--- config.mk ---
export PLATFORM = sky130hd
export DESIGN_NAME = art_tuning
export DESIGN_NICKNAME = d
export VERILOG_FILES = /design/src/rtl/art_pkg.sv /design/src/rtl/art_tuning.sv
export SDC_FILE = /design/constraint.sdc
export NUM_CORES = 1
export LEC_CHECK = 0
export ABC_AREA = 1
export ABC_CLOCK_PERIOD_IN_PS = 3500
export BUFFER_PORTS_ARGS = -buffer_cell sky130_fd_sc_hd__buf_2
export CAP_MARGIN = 10
export CORE_MARGIN = 2
export CORE_UTILIZATION = 43
export DETAILED_ROUTE_END_ITERATION = 10
export PLACE_DENSITY = 0.8
export SLEW_MARGIN = 20
export SYNTH_ARGS = -nofsm -noshare
export SYNTH_HDL_FRONTEND = slang
export SYNTH_SLANG_ARGS = --single-unit
--- constraint.sdc ---
create_clock -name hclk -period 3.5 [get_ports hclk]
set_clock_uncertainty 0.1 [all_clocks]
set_input_delay 0.175 -clock hclk [delete_from_list [all_inputs] [get_ports hclk]]
set_output_delay 0.175 -clock hclk [all_outputs]
set_load 0.01 [all_outputs]
--- src/rtl/art_pkg.sv ---
// package for the antenna resonance tuning sequencer
package art_pkg;

	// ---------------------------------------------------------------
	// register byte offsets
	// ---------------------------------------------------------------
	localparam logic [7:0] OFS_COMMAND    = 8'h00;
	localparam logic [7:0] OFS_EXT_TRIM   = 8'h04;
	localparam logic [7:0] OFS_CAL_RESULT = 8'h08;
	localparam logic [7:0] OFS_ADC_RESULT = 8'h0C;
	localparam logic [7:0] OFS_IRQ_STATUS = 8'h10;
	localparam logic [7:0] OFS_IRQ_ENABLE = 8'h14;
	localparam logic [7:0] OFS_IRQ_CLEAR  = 8'h18;
	localparam logic [7:0] OFS_STATUS     = 8'h1C;

	// ---------------------------------------------------------------
	// field positions
	// ---------------------------------------------------------------
	localparam int CMD_CHECK_BIT     = 0;
	localparam int CMD_CALIBRATE_BIT = 1;
	localparam int EXT_SELECT_BIT    = 4;
	localparam int CAL_ERROR_BIT     = 4;
	localparam int IRQ_CHECK_DONE    = 0;
	localparam int IRQ_CAL_DONE      = 1;
	localparam int IRQ_CAL_ERROR     = 2;
	localparam int IRQ_WIDTH         = 3;

	// ---------------------------------------------------------------
	// values and timing
	// ---------------------------------------------------------------
	localparam logic [7:0] ADC_MID_UPPER = 8'h80;
	localparam logic [7:0] ADC_MID_LOWER = 8'h7F;
	localparam logic [3:0] SWITCH_ALL_ON = 4'hF;
	localparam logic [3:0] SWITCH_ALL_OFF = 4'h0;
	localparam int CLK_MHZ       = 100;
	localparam int SETTLE_US     = 10;
	localparam int SETTLE_CYCLES = SETTLE_US * CLK_MHZ;
	localparam logic [1:0] HTRANS_NONSEQ = 2'h2;

	typedef enum logic [2:0] {
		ART_IDLE      = 3'b000,
		ART_CHK_CONV  = 3'b001,
		ART_CAL_OPEN  = 3'b010,
		ART_CAL_WAIT  = 3'b011,
		ART_CAL_STEP  = 3'b100
	} art_state_t;

	// adc answer bundle, done flag and code
	typedef struct packed {
		logic       done;
		logic [7:0] code;
	} art_adc_t;

	// calibration result bundle
	typedef struct packed {
		logic       error;
		logic [3:0] code;
	} art_cal_t;

endpackage

--- src/rtl/art_tuning.sv ---
// resonance check and calibration sequencer with ahb-lite registers
// How it works
// - A check command routes the phase detector to the relative-mode adc, mid-scale meaning tuned.
// - A check code above 8'h80 reports resonance above the 13.56 MHz target.
// - A check code below 8'h7F reports resonance below the target.
// - Calibration decides from the comparator, high meaning resonance above target.
// - Calibration begins by opening every trim switch on both driver sides.
// - A low comparator with all switches open, sampled after the 10 us settle wait, sets the error flag and ends calibration.
// - While the comparator is high the code advances from the lsb, waiting 10 us per step.
// - The code at which the comparator went low is kept applied.
// - All switches closed with the comparator still high sets the error flag.
// - The final four switch bits and the error flag are readable by the host.
// - Each weight drives the switch on both driver sides from one common bit.
// - With external select set, the switches follow the host-written external code.
//
// The AHB-Lite slave port and the placing of the registers were chosen for this implementation.
module art_tuning (
	// clock and reset
	input  wire logic        hclk,
	input  wire logic        hresetn,
	// ahb-lite slave
	input  wire logic        hsel,
	input  wire logic [7:0]  haddr,
	input  wire logic [1:0]  htrans,
	input  wire logic        hwrite,
	input  wire logic [2:0]  hsize,
	input  wire logic        hready,
	input  wire logic [31:0] hwdata,
	output logic      [31:0] hrdata,
	output logic             hreadyout,
	output logic             hresp,
	// phase detector and adc
	input  wire logic        phase_comp,
	output logic             adc_start,
	output logic             adc_mux_phase,
	output logic             adc_relative,
	input  wire logic        adc_done,
	input  wire logic [7:0]  adc_code,
	// trim switch pads, side one and side two
	output logic      [3:0]  capacitor_switch_pads_one,
	output logic      [3:0]  capacitor_switch_pads_two,
	// interrupt
	output logic             irq
);

	// ---------------------------------------------------------------
	// bus slave
	// ---------------------------------------------------------------
	logic                       wr_pend_q;
	logic [7:0]                 addr_q;
	logic                       ap_valid;
	art_pkg::art_adc_t          adc_in;
	art_pkg::art_cal_t          cal_q;
	art_pkg::art_state_t        state_q;
	logic [7:0]                 adc_q;
	logic                       ext_sel_q;
	logic [3:0]                 external_switch_code_q;
	logic [art_pkg::IRQ_WIDTH-1:0] irq_stat_q;
	logic [art_pkg::IRQ_WIDTH-1:0] irq_en_q;
	logic [art_pkg::IRQ_WIDTH-1:0] irq_set;
	logic [art_pkg::IRQ_WIDTH-1:0] irq_clr;
	logic [9:0]                 settle_q;
	logic                       cmd_check;
	logic                       cmd_cal;
	logic                       busy;
	logic                       above_target;
	logic                       below_target;
	logic [3:0]                 switch_code;

	assign adc_in    = '{done: adc_done, code: adc_code};
	assign ap_valid  = hsel && hready && htrans == art_pkg::HTRANS_NONSEQ;
	assign hreadyout = 1'b1;
	assign hresp     = 1'b0;

	always_ff @(posedge hclk or negedge hresetn) begin
		if (!hresetn) begin
			wr_pend_q <= 1'b0;
			addr_q    <= 8'h00;
		end else begin
			wr_pend_q <= ap_valid && hwrite;
			if (ap_valid) begin
				addr_q <= haddr;
			end
		end
	end

	// commands are pulses, ignored while a command runs
	assign busy      = state_q != art_pkg::ART_IDLE;
	assign cmd_check = wr_pend_q && addr_q == art_pkg::OFS_COMMAND && !busy
		&& hwdata[art_pkg::CMD_CHECK_BIT];
	assign cmd_cal   = wr_pend_q && addr_q == art_pkg::OFS_COMMAND && !busy
		&& !hwdata[art_pkg::CMD_CHECK_BIT] && hwdata[art_pkg::CMD_CALIBRATE_BIT];
	assign irq_clr   = (wr_pend_q && addr_q == art_pkg::OFS_IRQ_CLEAR)
		? hwdata[art_pkg::IRQ_WIDTH-1:0] : '0;

	always_ff @(posedge hclk or negedge hresetn) begin
		if (!hresetn) begin
			ext_sel_q              <= 1'b0;
			external_switch_code_q <= 4'h0;
			irq_en_q               <= '0;
		end else if (wr_pend_q) begin
			if (addr_q == art_pkg::OFS_EXT_TRIM) begin
				ext_sel_q              <= hwdata[art_pkg::EXT_SELECT_BIT];
				external_switch_code_q <= hwdata[3:0];
			end
			if (addr_q == art_pkg::OFS_IRQ_ENABLE) begin
				irq_en_q <= hwdata[art_pkg::IRQ_WIDTH-1:0];
			end
		end
	end

	// read data registered in the data phase
	always_ff @(posedge hclk or negedge hresetn) begin
		if (!hresetn) begin
			hrdata <= 32'h0000_0000;
		end else if (ap_valid && !hwrite) begin
			unique case (haddr)
				art_pkg::OFS_EXT_TRIM:
					hrdata <= {27'h0, ext_sel_q, external_switch_code_q};
				art_pkg::OFS_CAL_RESULT: hrdata <= {27'h0, cal_q};
				art_pkg::OFS_ADC_RESULT: hrdata <= {24'h0, adc_q};
				art_pkg::OFS_IRQ_STATUS: hrdata <= {29'h0, irq_stat_q};
				art_pkg::OFS_IRQ_ENABLE: hrdata <= {29'h0, irq_en_q};
				art_pkg::OFS_STATUS:
					hrdata <= {29'h0, below_target, above_target, busy};
				default: hrdata <= 32'h0000_0000;
			endcase
		end else begin
			hrdata <= 32'h0000_0000;
		end
	end

	// ---------------------------------------------------------------
	// check verdict
	// ---------------------------------------------------------------
	// code above upper mid
	assign above_target = adc_q > art_pkg::ADC_MID_UPPER;
	assign below_target = adc_q < art_pkg::ADC_MID_LOWER;

	// ---------------------------------------------------------------
	// sequencer
	// ---------------------------------------------------------------
	always_ff @(posedge hclk or negedge hresetn) begin
		if (!hresetn) begin
			state_q  <= art_pkg::ART_IDLE;
			cal_q    <= '0;
			adc_q    <= 8'h00;
			settle_q <= '0;
			irq_set  <= '0;
		end else begin
			irq_set <= '0;
			unique case (state_q)
				art_pkg::ART_IDLE: begin
					if (cmd_check) begin
						state_q <= art_pkg::ART_CHK_CONV;
					end else if (cmd_cal) begin
						cal_q   <= '{error: 1'b0, code: art_pkg::SWITCH_ALL_OFF};
						settle_q <= 10'(art_pkg::SETTLE_CYCLES - 1);
						state_q <= art_pkg::ART_CAL_OPEN;
					end
				end
				art_pkg::ART_CHK_CONV: begin
					if (adc_in.done) begin
						adc_q   <= adc_in.code;
						irq_set[art_pkg::IRQ_CHECK_DONE] <= 1'b1;
						state_q <= art_pkg::ART_IDLE;
					end
				end
				art_pkg::ART_CAL_OPEN, art_pkg::ART_CAL_WAIT: begin
					// wait for tank to settle after a switch change
					if (settle_q != '0) begin
						settle_q <= settle_q - 10'd1;
					end else begin
						state_q <= art_pkg::ART_CAL_STEP;
					end
				end
				art_pkg::ART_CAL_STEP: begin
					if (!phase_comp) begin
						if (state_q == art_pkg::ART_CAL_STEP && cal_q.code == art_pkg::SWITCH_ALL_OFF) begin
							cal_q.error <= 1'b1;
							irq_set[art_pkg::IRQ_CAL_ERROR] <= 1'b1;
						end
						irq_set[art_pkg::IRQ_CAL_DONE] <= 1'b1;
						state_q <= art_pkg::ART_IDLE;
					end else if (cal_q.code == art_pkg::SWITCH_ALL_ON) begin
						cal_q.error <= 1'b1;
						irq_set[art_pkg::IRQ_CAL_ERROR] <= 1'b1;
						irq_set[art_pkg::IRQ_CAL_DONE]  <= 1'b1;
						state_q <= art_pkg::ART_IDLE;
					end else begin
						// step from lsb, then 10 us
						cal_q.code <= cal_q.code + 4'h1;
						settle_q   <= 10'(art_pkg::SETTLE_CYCLES - 1);
						state_q    <= art_pkg::ART_CAL_WAIT;
					end
				end
				default: state_q <= art_pkg::ART_IDLE;
			endcase
		end
	end

	assign adc_mux_phase = state_q == art_pkg::ART_CHK_CONV;
	assign adc_relative  = state_q == art_pkg::ART_CHK_CONV;

	always_ff @(posedge hclk or negedge hresetn) begin
		if (!hresetn) begin
			adc_start <= 1'b0;
		end else begin
			adc_start <= cmd_check;
		end
	end

	// ---------------------------------------------------------------
	// trim switch drive
	// ---------------------------------------------------------------
	// external code wins when selected
	assign switch_code = ext_sel_q ? external_switch_code_q : cal_q.code;

	// one bit per weight, both sides
	always_ff @(posedge hclk or negedge hresetn) begin
		if (!hresetn) begin
			capacitor_switch_pads_one <= 4'h0;
			capacitor_switch_pads_two <= 4'h0;
		end else begin
			capacitor_switch_pads_one <= switch_code;
			capacitor_switch_pads_two <= switch_code;
		end
	end

	// ---------------------------------------------------------------
	// interrupts
	// ---------------------------------------------------------------
	// set wins over a clear in the same cycle
	always_ff @(posedge hclk or negedge hresetn) begin
		if (!hresetn) begin
			irq_stat_q <= '0;
		end else begin
			irq_stat_q <= (irq_stat_q & ~irq_clr) | irq_set;
		end
	end

	assign irq = |(irq_stat_q & irq_en_q);

endmodule

==> run_results.csv, run 1 <==
group,metric,value,unit
setup_path,startpoint,"haddr[6]",
floorplanning,io_pins,106,
power_and_ir_drop,p_leak,2.07,nW
detailed_routing,wirelength,7580,um
clocking,cts.clk_slew.worst_paths,0.07,ns
timing,rsz0062_at_grt,"no",
clocking,cts_setup_buffers,0,
synth,synth-seq-cells,62,
floorplanning,dieHeight,93.6,um
placed_design,dpl.hpwl,5600,um
cells_and_area,area_growth_syn_to_layout,15.2,%
global_route,gr-usage-met3,6.29,%
global_route,track_usage,19.0,%
power_and_ir_drop,power_density,563,nW/um^2
power_and_ir_drop,power_frac_comb,29.4,%
global_route,grt_util_met2,32.2,%
cells_and_area,final_cell_mix,"105 x nand2_1, 62 x dfrtp_1, 49 x buf_2",
synth,synth_area_leaders,"dfrtp_1 45%, nand2_1 11%, buf_4 6.7%",
floorplanning,dieArea,8770,um^2
synth,synth_top_area_share,44.9,%
global_route,antenna_found_initial,0,
clocking,cts_buffer_depth,2,
timing,hold_viol,0,
floorplanning,rows,32,
power_and_ir_drop,p_seq_share,43.5,%
synth,avgSynthCellArea,7.91,um^2
power_and_ir_drop,internal-power,1.41,mW
cells_and_area,num-nets-final,564,
global_route,grt_pass1_vias,2920,
power_and_ir_drop,switchingPower,0.837,mW
floorplanning,start_util,44.5,%
worst_hold_path,hold_start,"haddr[1]",
setup_path,slowest_stage,"dlygate4sd3_1",
setup_path,critPathBufInv,2,
timing,setup_viol,0,
setup_path,regToRegStartpoint,"cal_q[1]$_DFFE_PN0P_",
setup_path,cp-start-kind,"input pin",
detailed_routing,drt_iter0_drc,119,
detailed_routing,post_drt_wl_per_cell,12.5,um
global_route,gr-total-overflow,0,
setup_path,crit_family,"simple AND/OR/NAND/NOR gates",
timing,fmax,587,MHz
synth,yosysTopAreaCell,"dfrtp_1",
detailed_routing,via_per_inst,4.83,
placed_design,port_buffers,49,
clocking,cts-root-buf,"clkbuf_8",
setup_path,worstSetupPathType,"input pin to flop",
synth,yosysWarnings,0,
timing,worst_slew_pin_slew,0.897,ns
clocking,cts-htree-levels,3,
detailed_routing,drtPass1Iterations,5,
setup_path,slowest_delay,0.53,ns
setup_path,crit_chain,"dlygate4sd3_1, buf_2, nor2_1, nand2_1, nor2_1, nor2_1, nand3_1, nand2_1, nor2_1",
placed_design,gp_congestion,0.971,
timing,whs,0.0188,ns
global_route,grt_pass1_wl,12800,um
floorplanning,core,7770,um^2
setup_path,cp_common_cell,"nor2_1",
detailed_routing,drc,0,
setup_path,crit_required,3.66,ns
cells_and_area,diodes,0,
cells_and_area,final_common_cell,"nand2_1",
timing,max_slew_margin,40.2,%
timing,min_period_over_period,48.7,%
timing,final.min_clock_period,1.70,ns
synth,ys_types,31,
setup_path,cp-end-kind,"flop",
synth,synth_area,3450,um^2
setup_path,cp.arrival,1.87,ns
clocking,cts_tree,"built",
detailed_routing,ant_nets,0,
setup_path,cp_max_fo,5,
timing,totalNegativeSetupSlack,0,ns
worst_hold_path,min_path_type,"input pin to flop",
timing,finalMaxSlewViolations,0,
clocking,clk_latency,0.35,ns
power_and_ir_drop,clkPwrFrac,27.1,%
job,cap_violations,0,
clocking,numCtsBuffers,9,
global_route,met1_usage,22.4,%
floorplanning,die_w,93.6,um
synth,synthCells,437,
global_route,grt_max_degree,42,
detailed_routing,vias,2930,
cells_and_area,layout-drive-gt1-share,21.6,%
power_and_ir_drop,p_sw_share,37.3,%
global_route,grt-busiest-layer,"met2",
run_status,outcome,"complete, no violations",
synth,seq_area_frac_synth,44.9,%
power_and_ir_drop,irDropWorstVdd,0.410,mV
clocking,cts_sinks,62,
## synth_stat cells, drive strengths merged
| cell | n |
|---|---|
| xnor2 | 1 |
| nor4 | 2 |
| nand2 | 131 |
| ha | 4 |
| dfrtp | 62 |
| o22ai | 1 |
| clkbuf | 2 |
| a31oi | 3 |
| and3 | 2 |
| xor2 | 2 |
| nor3 | 3 |
| buf | 35 |
| a21oi | 7 |
| o21ai | 35 |
| conb | 2 |
| inv | 51 |
| nand3 | 41 |
| o211ai | 2 |
| nand4 | 3 |
| nor2 | 48 |
## stage by stage
| stage | utilization, % | instance area (um^2) | worst slack (ns) | cells | power (mW) |
|---|---|---|---|---|---|
| after floorplan | - | 3540 | 2.07 | 461 | 1.53 |
| after global placement | 46.8 | 3640 | 1.93 | 576 | 1.59 |
| after detailed placement | 46.8 | 3640 | 1.86 | 576 | 1.63 |
| after CTS | 51.3 | 3980 | 1.84 | 607 | 2.26 |
| after global routing | 51.3 | 3980 | 1.61 | 607 | 2.41 |
| final | 51.3 | 3980 | 1.80 | 607 | 2.24 |
## worst min-delay path: cells and delay by family
kind,cells,cell delay (ns)
AO/OA/AOI/OAI,1,0.08
buffers and inverters,2,0.17
## layer usage
layer,wire length (um),part of all wire [%]
met5,0,0
met4,123,1.6
met3,517,6.8
met2,3800,50
met1,3140,41
## sequential cells by signal, summed over array words and instances, names as in the netlist
signal,count
state_q,3
adc_q,8
external_switch_code_q,4
irq_stat_q,3
adc_start,1
addr_q,8
capacitor_switch_pads_two,4
hrdata,8
irq_set,3
ext_sel_q,1
cal_q,5
settle_q,10
wr_pend_q,1
irq_en_q,3
## path summary, 6_finish.rpt
| path | end | slack (ns) | cells after the start |
|---|---|---|---|
| setup / recovery | hrdata[3]$_DFF_PN0_ | 1.80 | 9 |
| hold / removal | addr_q[1]$_DFFE_PN0P_ | 0.02 | 3 |
| setup reg to reg | settle_q[9]$_DFFE_PN0P_ | 1.82 | 8 |
| hold reg to reg | irq_stat_q[1]$_DFF_PN0_ | 0.34 | 2 |
| max in group asynchronous | hrdata[2]$_DFF_PN0_ | 2.11 | 3 |
| min in group asynchronous | capacitor_switch_pads_two[0]$_DFF_PN0_ | 0.38 | 2 |
## cell type report
| type | instances | area [um^2] |
|---|---|---|
| Multi-Input combinational cell | 311 | 1510 |
| Tap cell | 102 | 128 |
| Inverter | 51 | 191 |
| Fill cell | 721 | 3790 |
| Sequential cell | 62 | 1550 |
| Clock buffer | 12 | 165 |
| Timing Repair Buffer | 65 | 403 |
| Clock inverter | 4 | 28.8 |
## power groups by stage
stage / registers, mW / logic (mW) / clock network [mW]
2_1_floorplan: 0.958 / 0.570 / 0
3_3_place_gp: 0.977 / 0.617 / 0
3_5_place_dp: 0.985 / 0.647 / 0
4_1_cts: 0.975 / 0.663 / 0.624
5_1_grt: 0.996 / 0.756 / 0.655
6_report: 0.976 / 0.659 / 0.609
## timing repair
action / 4_1_cts / 5_1_grt
endpoints found under the hold margin: 54 / 0
resized for setup: 0 / 0
hold buffers: 15 / 0
endpoints found under the setup margin: 0 / 0
## cell families after synthesis
kind of cell    count (synthesis)  synth area share (%)
compound gates                 48                  7.24
xor+xnor                        3                 0.761
buf+inv                        88                  13.9
fa+ha+maj                       4                  1.45
simple gates                  230                  31.5
flops                          62                  44.9
other cells                     2                 0.217
No activity file was read; power rests on OpenSTA's default activity.
==> run 2, diff against run 1 <==
- ABC_CLOCK_PERIOD_IN_PS: 3500 -> 1400
- PLACE_DENSITY: 0.8 -> 0.82
- clock period: 3.5 -> 1.4 ns (I/O delays scaled with it)
==> run 2 against run 1 <==
- the run now ends with negative setup slack left
- first-iteration DRC count up 87%
- sequential power rose to 2.5 times the previous value
- combinational power rose to 4.0 times the previous value
- core utilization up 8.9 points
- die area unchanged
- non-clock buffer count up 50
==> run_results.csv, run 2 (synthesis results as in run 1) <==
group,metric,value,unit
run_status,outcome,"complete, but fails checks",
run_status,violations,"negative setup slack",
clocking,cts-root-buf,"clkbuf_8",
cells_and_area,fin_cells,659,
timing,rsz0062_at_grt,"yes",
setup_path,crit_required,1.53,ns
power_and_ir_drop,internal-power,4.10,mW
timing,final.min_clock_period,1.59,ns
detailed_routing,drtPass1Iterations,5,
timing,hold_viol,0,
cells_and_area,regMostFlops,"settle_q",
global_route,track_usage,20.8,%
power_and_ir_drop,p_leak,2.36,nW
timing,min_period_over_period,114,%
floorplanning,core,7770,um^2
detailed_routing,post_drt_wl_per_cell,13.7,um
global_route,antenna_found_initial,0,
timing,setup_ws,-0.192,ns
setup_path,cp_max_fo,5,
timing,fmax,628,MHz
setup_path,cp.arrival,1.72,ns
global_route,gr-total-overflow,0,
setup_path,slowest_stage,"dfrtp_2",
clocking,cts_tree,"built",
cells_and_area,diodes,0,
setup_path,crit_chain,"nor2_2, nand2_2, buf_4, nor2_4, nand3_2, buf_2, nand2_1, o21ai_0",
detailed_routing,drc,0,
detailed_routing,ant_nets,0,
detailed_routing,wirelength,9020,um
placed_design,gp_congestion,0.971,
cells_and_area,fin_util,60.2,%
power_and_ir_drop,power_frac_comb,39.9,%
global_route,grt_max_degree,50,
cells_and_area,largest_register_ff_count,10,
cells_and_area,final_cell_mix,"98 x nand2_1, 60 x dfrtp_1, 48 x buf_2",
setup_path,cp-start-kind,"flop",
floorplanning,die_w,93.6,um
power_and_ir_drop,switchingPower,2.49,mW
clocking,cts_sinks,62,
floorplanning,start_util,44.5,%
setup_path,cp-end-kind,"flop",
job,cap_violations,0,
cells_and_area,multi_input_area,1760,um^2
setup_path,slowest_delay,0.44,ns
power_and_ir_drop,irDropWorstVdd,0.892,mV
floorplanning,dieArea,8770,um^2
placed_design,dpl.hpwl,5830,um
placed_design,placed_cells,608,
cells_and_area,area_growth_syn_to_layout,35.3,%
detailed_routing,dr_wl_met2,4760,um
detailed_routing,dr_wl_met3,551,um
power_and_ir_drop,p_sw_share,37.8,%
power_and_ir_drop,total_power,6.59,mW
setup_path,worstSetupPathType,"flop to flop",
placed_design,dpl-instance-area,3900,um^2
floorplanning,io_pins,106,
clocking,cts_buffer_depth,2,
detailed_routing,vias,3279,
cells_and_area,layout-drive-gt1-share,34.6,%
timing,setup_viol,28,
clocking,cts.clk_slew.worst_paths,0.07,ns
timing,totalNegativeSetupSlack,-2.69,ns
cells_and_area,fin_area,4670,um^2
clocking,cts-htree-levels,3,
cells_and_area,fill_cells,634,
detailed_routing,drt_iter0_drc,222,
detailed_routing,wl_met1,3520,um
worst_hold_path,min_path_type,"input pin to flop",
power_and_ir_drop,clkPwrFrac,23.2,%
detailed_routing,via_per_inst,4.98,
floorplanning,rows,32,
power_and_ir_drop,p_seq_share,37.0,%
clocking,numCtsBuffers,9,
global_route,grt_pass1_wl,14200,um
global_route,grt_pass1_vias,3127,
power_and_ir_drop,power_density,1410,nW/um^2
detailed_routing,routed.top_layer,"met4",
placed_design,port_buffers,49,
cells_and_area,num-nets-final,616,
cells_and_area,final_common_cell,"nand2_1",
clocking,clk_latency,0.35,ns
cells_and_area,seq_area,1550,um^2
timing,finalMaxSlewViolations,0,
floorplanning,dieHeight,93.6,um
## run 2: repair_timing
item,4_1_cts,5_1_grt
setup endpoints to repair,28,36
gates cloned,2,1
pin swaps,8,23
hold buffers,24,0
gates resized for setup,20,50
setup buffers,2,6
hold endpoints to repair,91,0
## run 2: per-stage QoR
step,hold slack [ns],worst slack [ns]
after floorplan,-0.326,0.00643
after global placement,-0.117,-0.104
after detailed placement,-0.110,-0.176
after CTS,0.0267,-0.0991
after global routing,0.0647,-0.209
final,0.0298,-0.192
## run 2: power groups by stage
stage | logic, mW | clock network (mW) | registers (mW)
2_1_floorplan | 1.43 | 0 | 2.40
3_3_place_gp | 1.91 | 0 | 2.40
3_5_place_dp | 1.98 | 0 | 2.42
4_1_cts | 2.22 | 1.54 | 2.40
5_1_grt | 2.88 | 1.62 | 2.48
6_report | 2.63 | 1.53 | 2.44
## run 2: area by class of cell
cell class / instances / share of cell area, %
well taps: 102 / 2.73
clock inverters: 7 / 1.39
clock buffers: 9 / 2.65
inverters: 51 / 4.10
repair buffers: 115 / 18.2
multi-input cells: 313 / 37.7
flip-flops and latches: 62 / 33.2
## run 2: final timing paths
kind / start / end / slack (ns) / cells after the start
setup / recovery: addr_q[7]$_DFFE_PN0P_ / external_switch_code_q[1]$_DFFE_PN0P_ / -0.19 / 8
hold / removal: htrans[0] / hrdata[5]$_DFF_PN0_ / 0.03 / 6
setup reg to reg: addr_q[7]$_DFFE_PN0P_ / external_switch_code_q[1]$_DFFE_PN0P_ / -0.19 / 8
hold reg to reg: irq_set[2]$_DFF_PN0_ / irq_stat_q[2]$_DFF_PN0_ / 0.33 / 2
max in group asynchronous: hresetn / adc_q[2]$_DFFE_PN0P_ / 0.57 / 3
min in group asynchronous: hresetn / capacitor_switch_pads_two[1]$_DFF_PN0_ / 0.06 / 2
## run 2: critical path: cells and delay by family, from the launching register on
kind,cells,cell delay (ns)
buf+inv,2,0.33
simple gates,5,0.54
flops,1,0.44
compound gates,1,0.07
## run 2: metal layers
layer | vias up | global-route usage [%]
met4 | 0 | 7.49
li1 | 1557 | -
met5 | - | 0
met2 | 123 | 36.2
met1 | 1576 | 25.0
met3 | 23 | 5.32
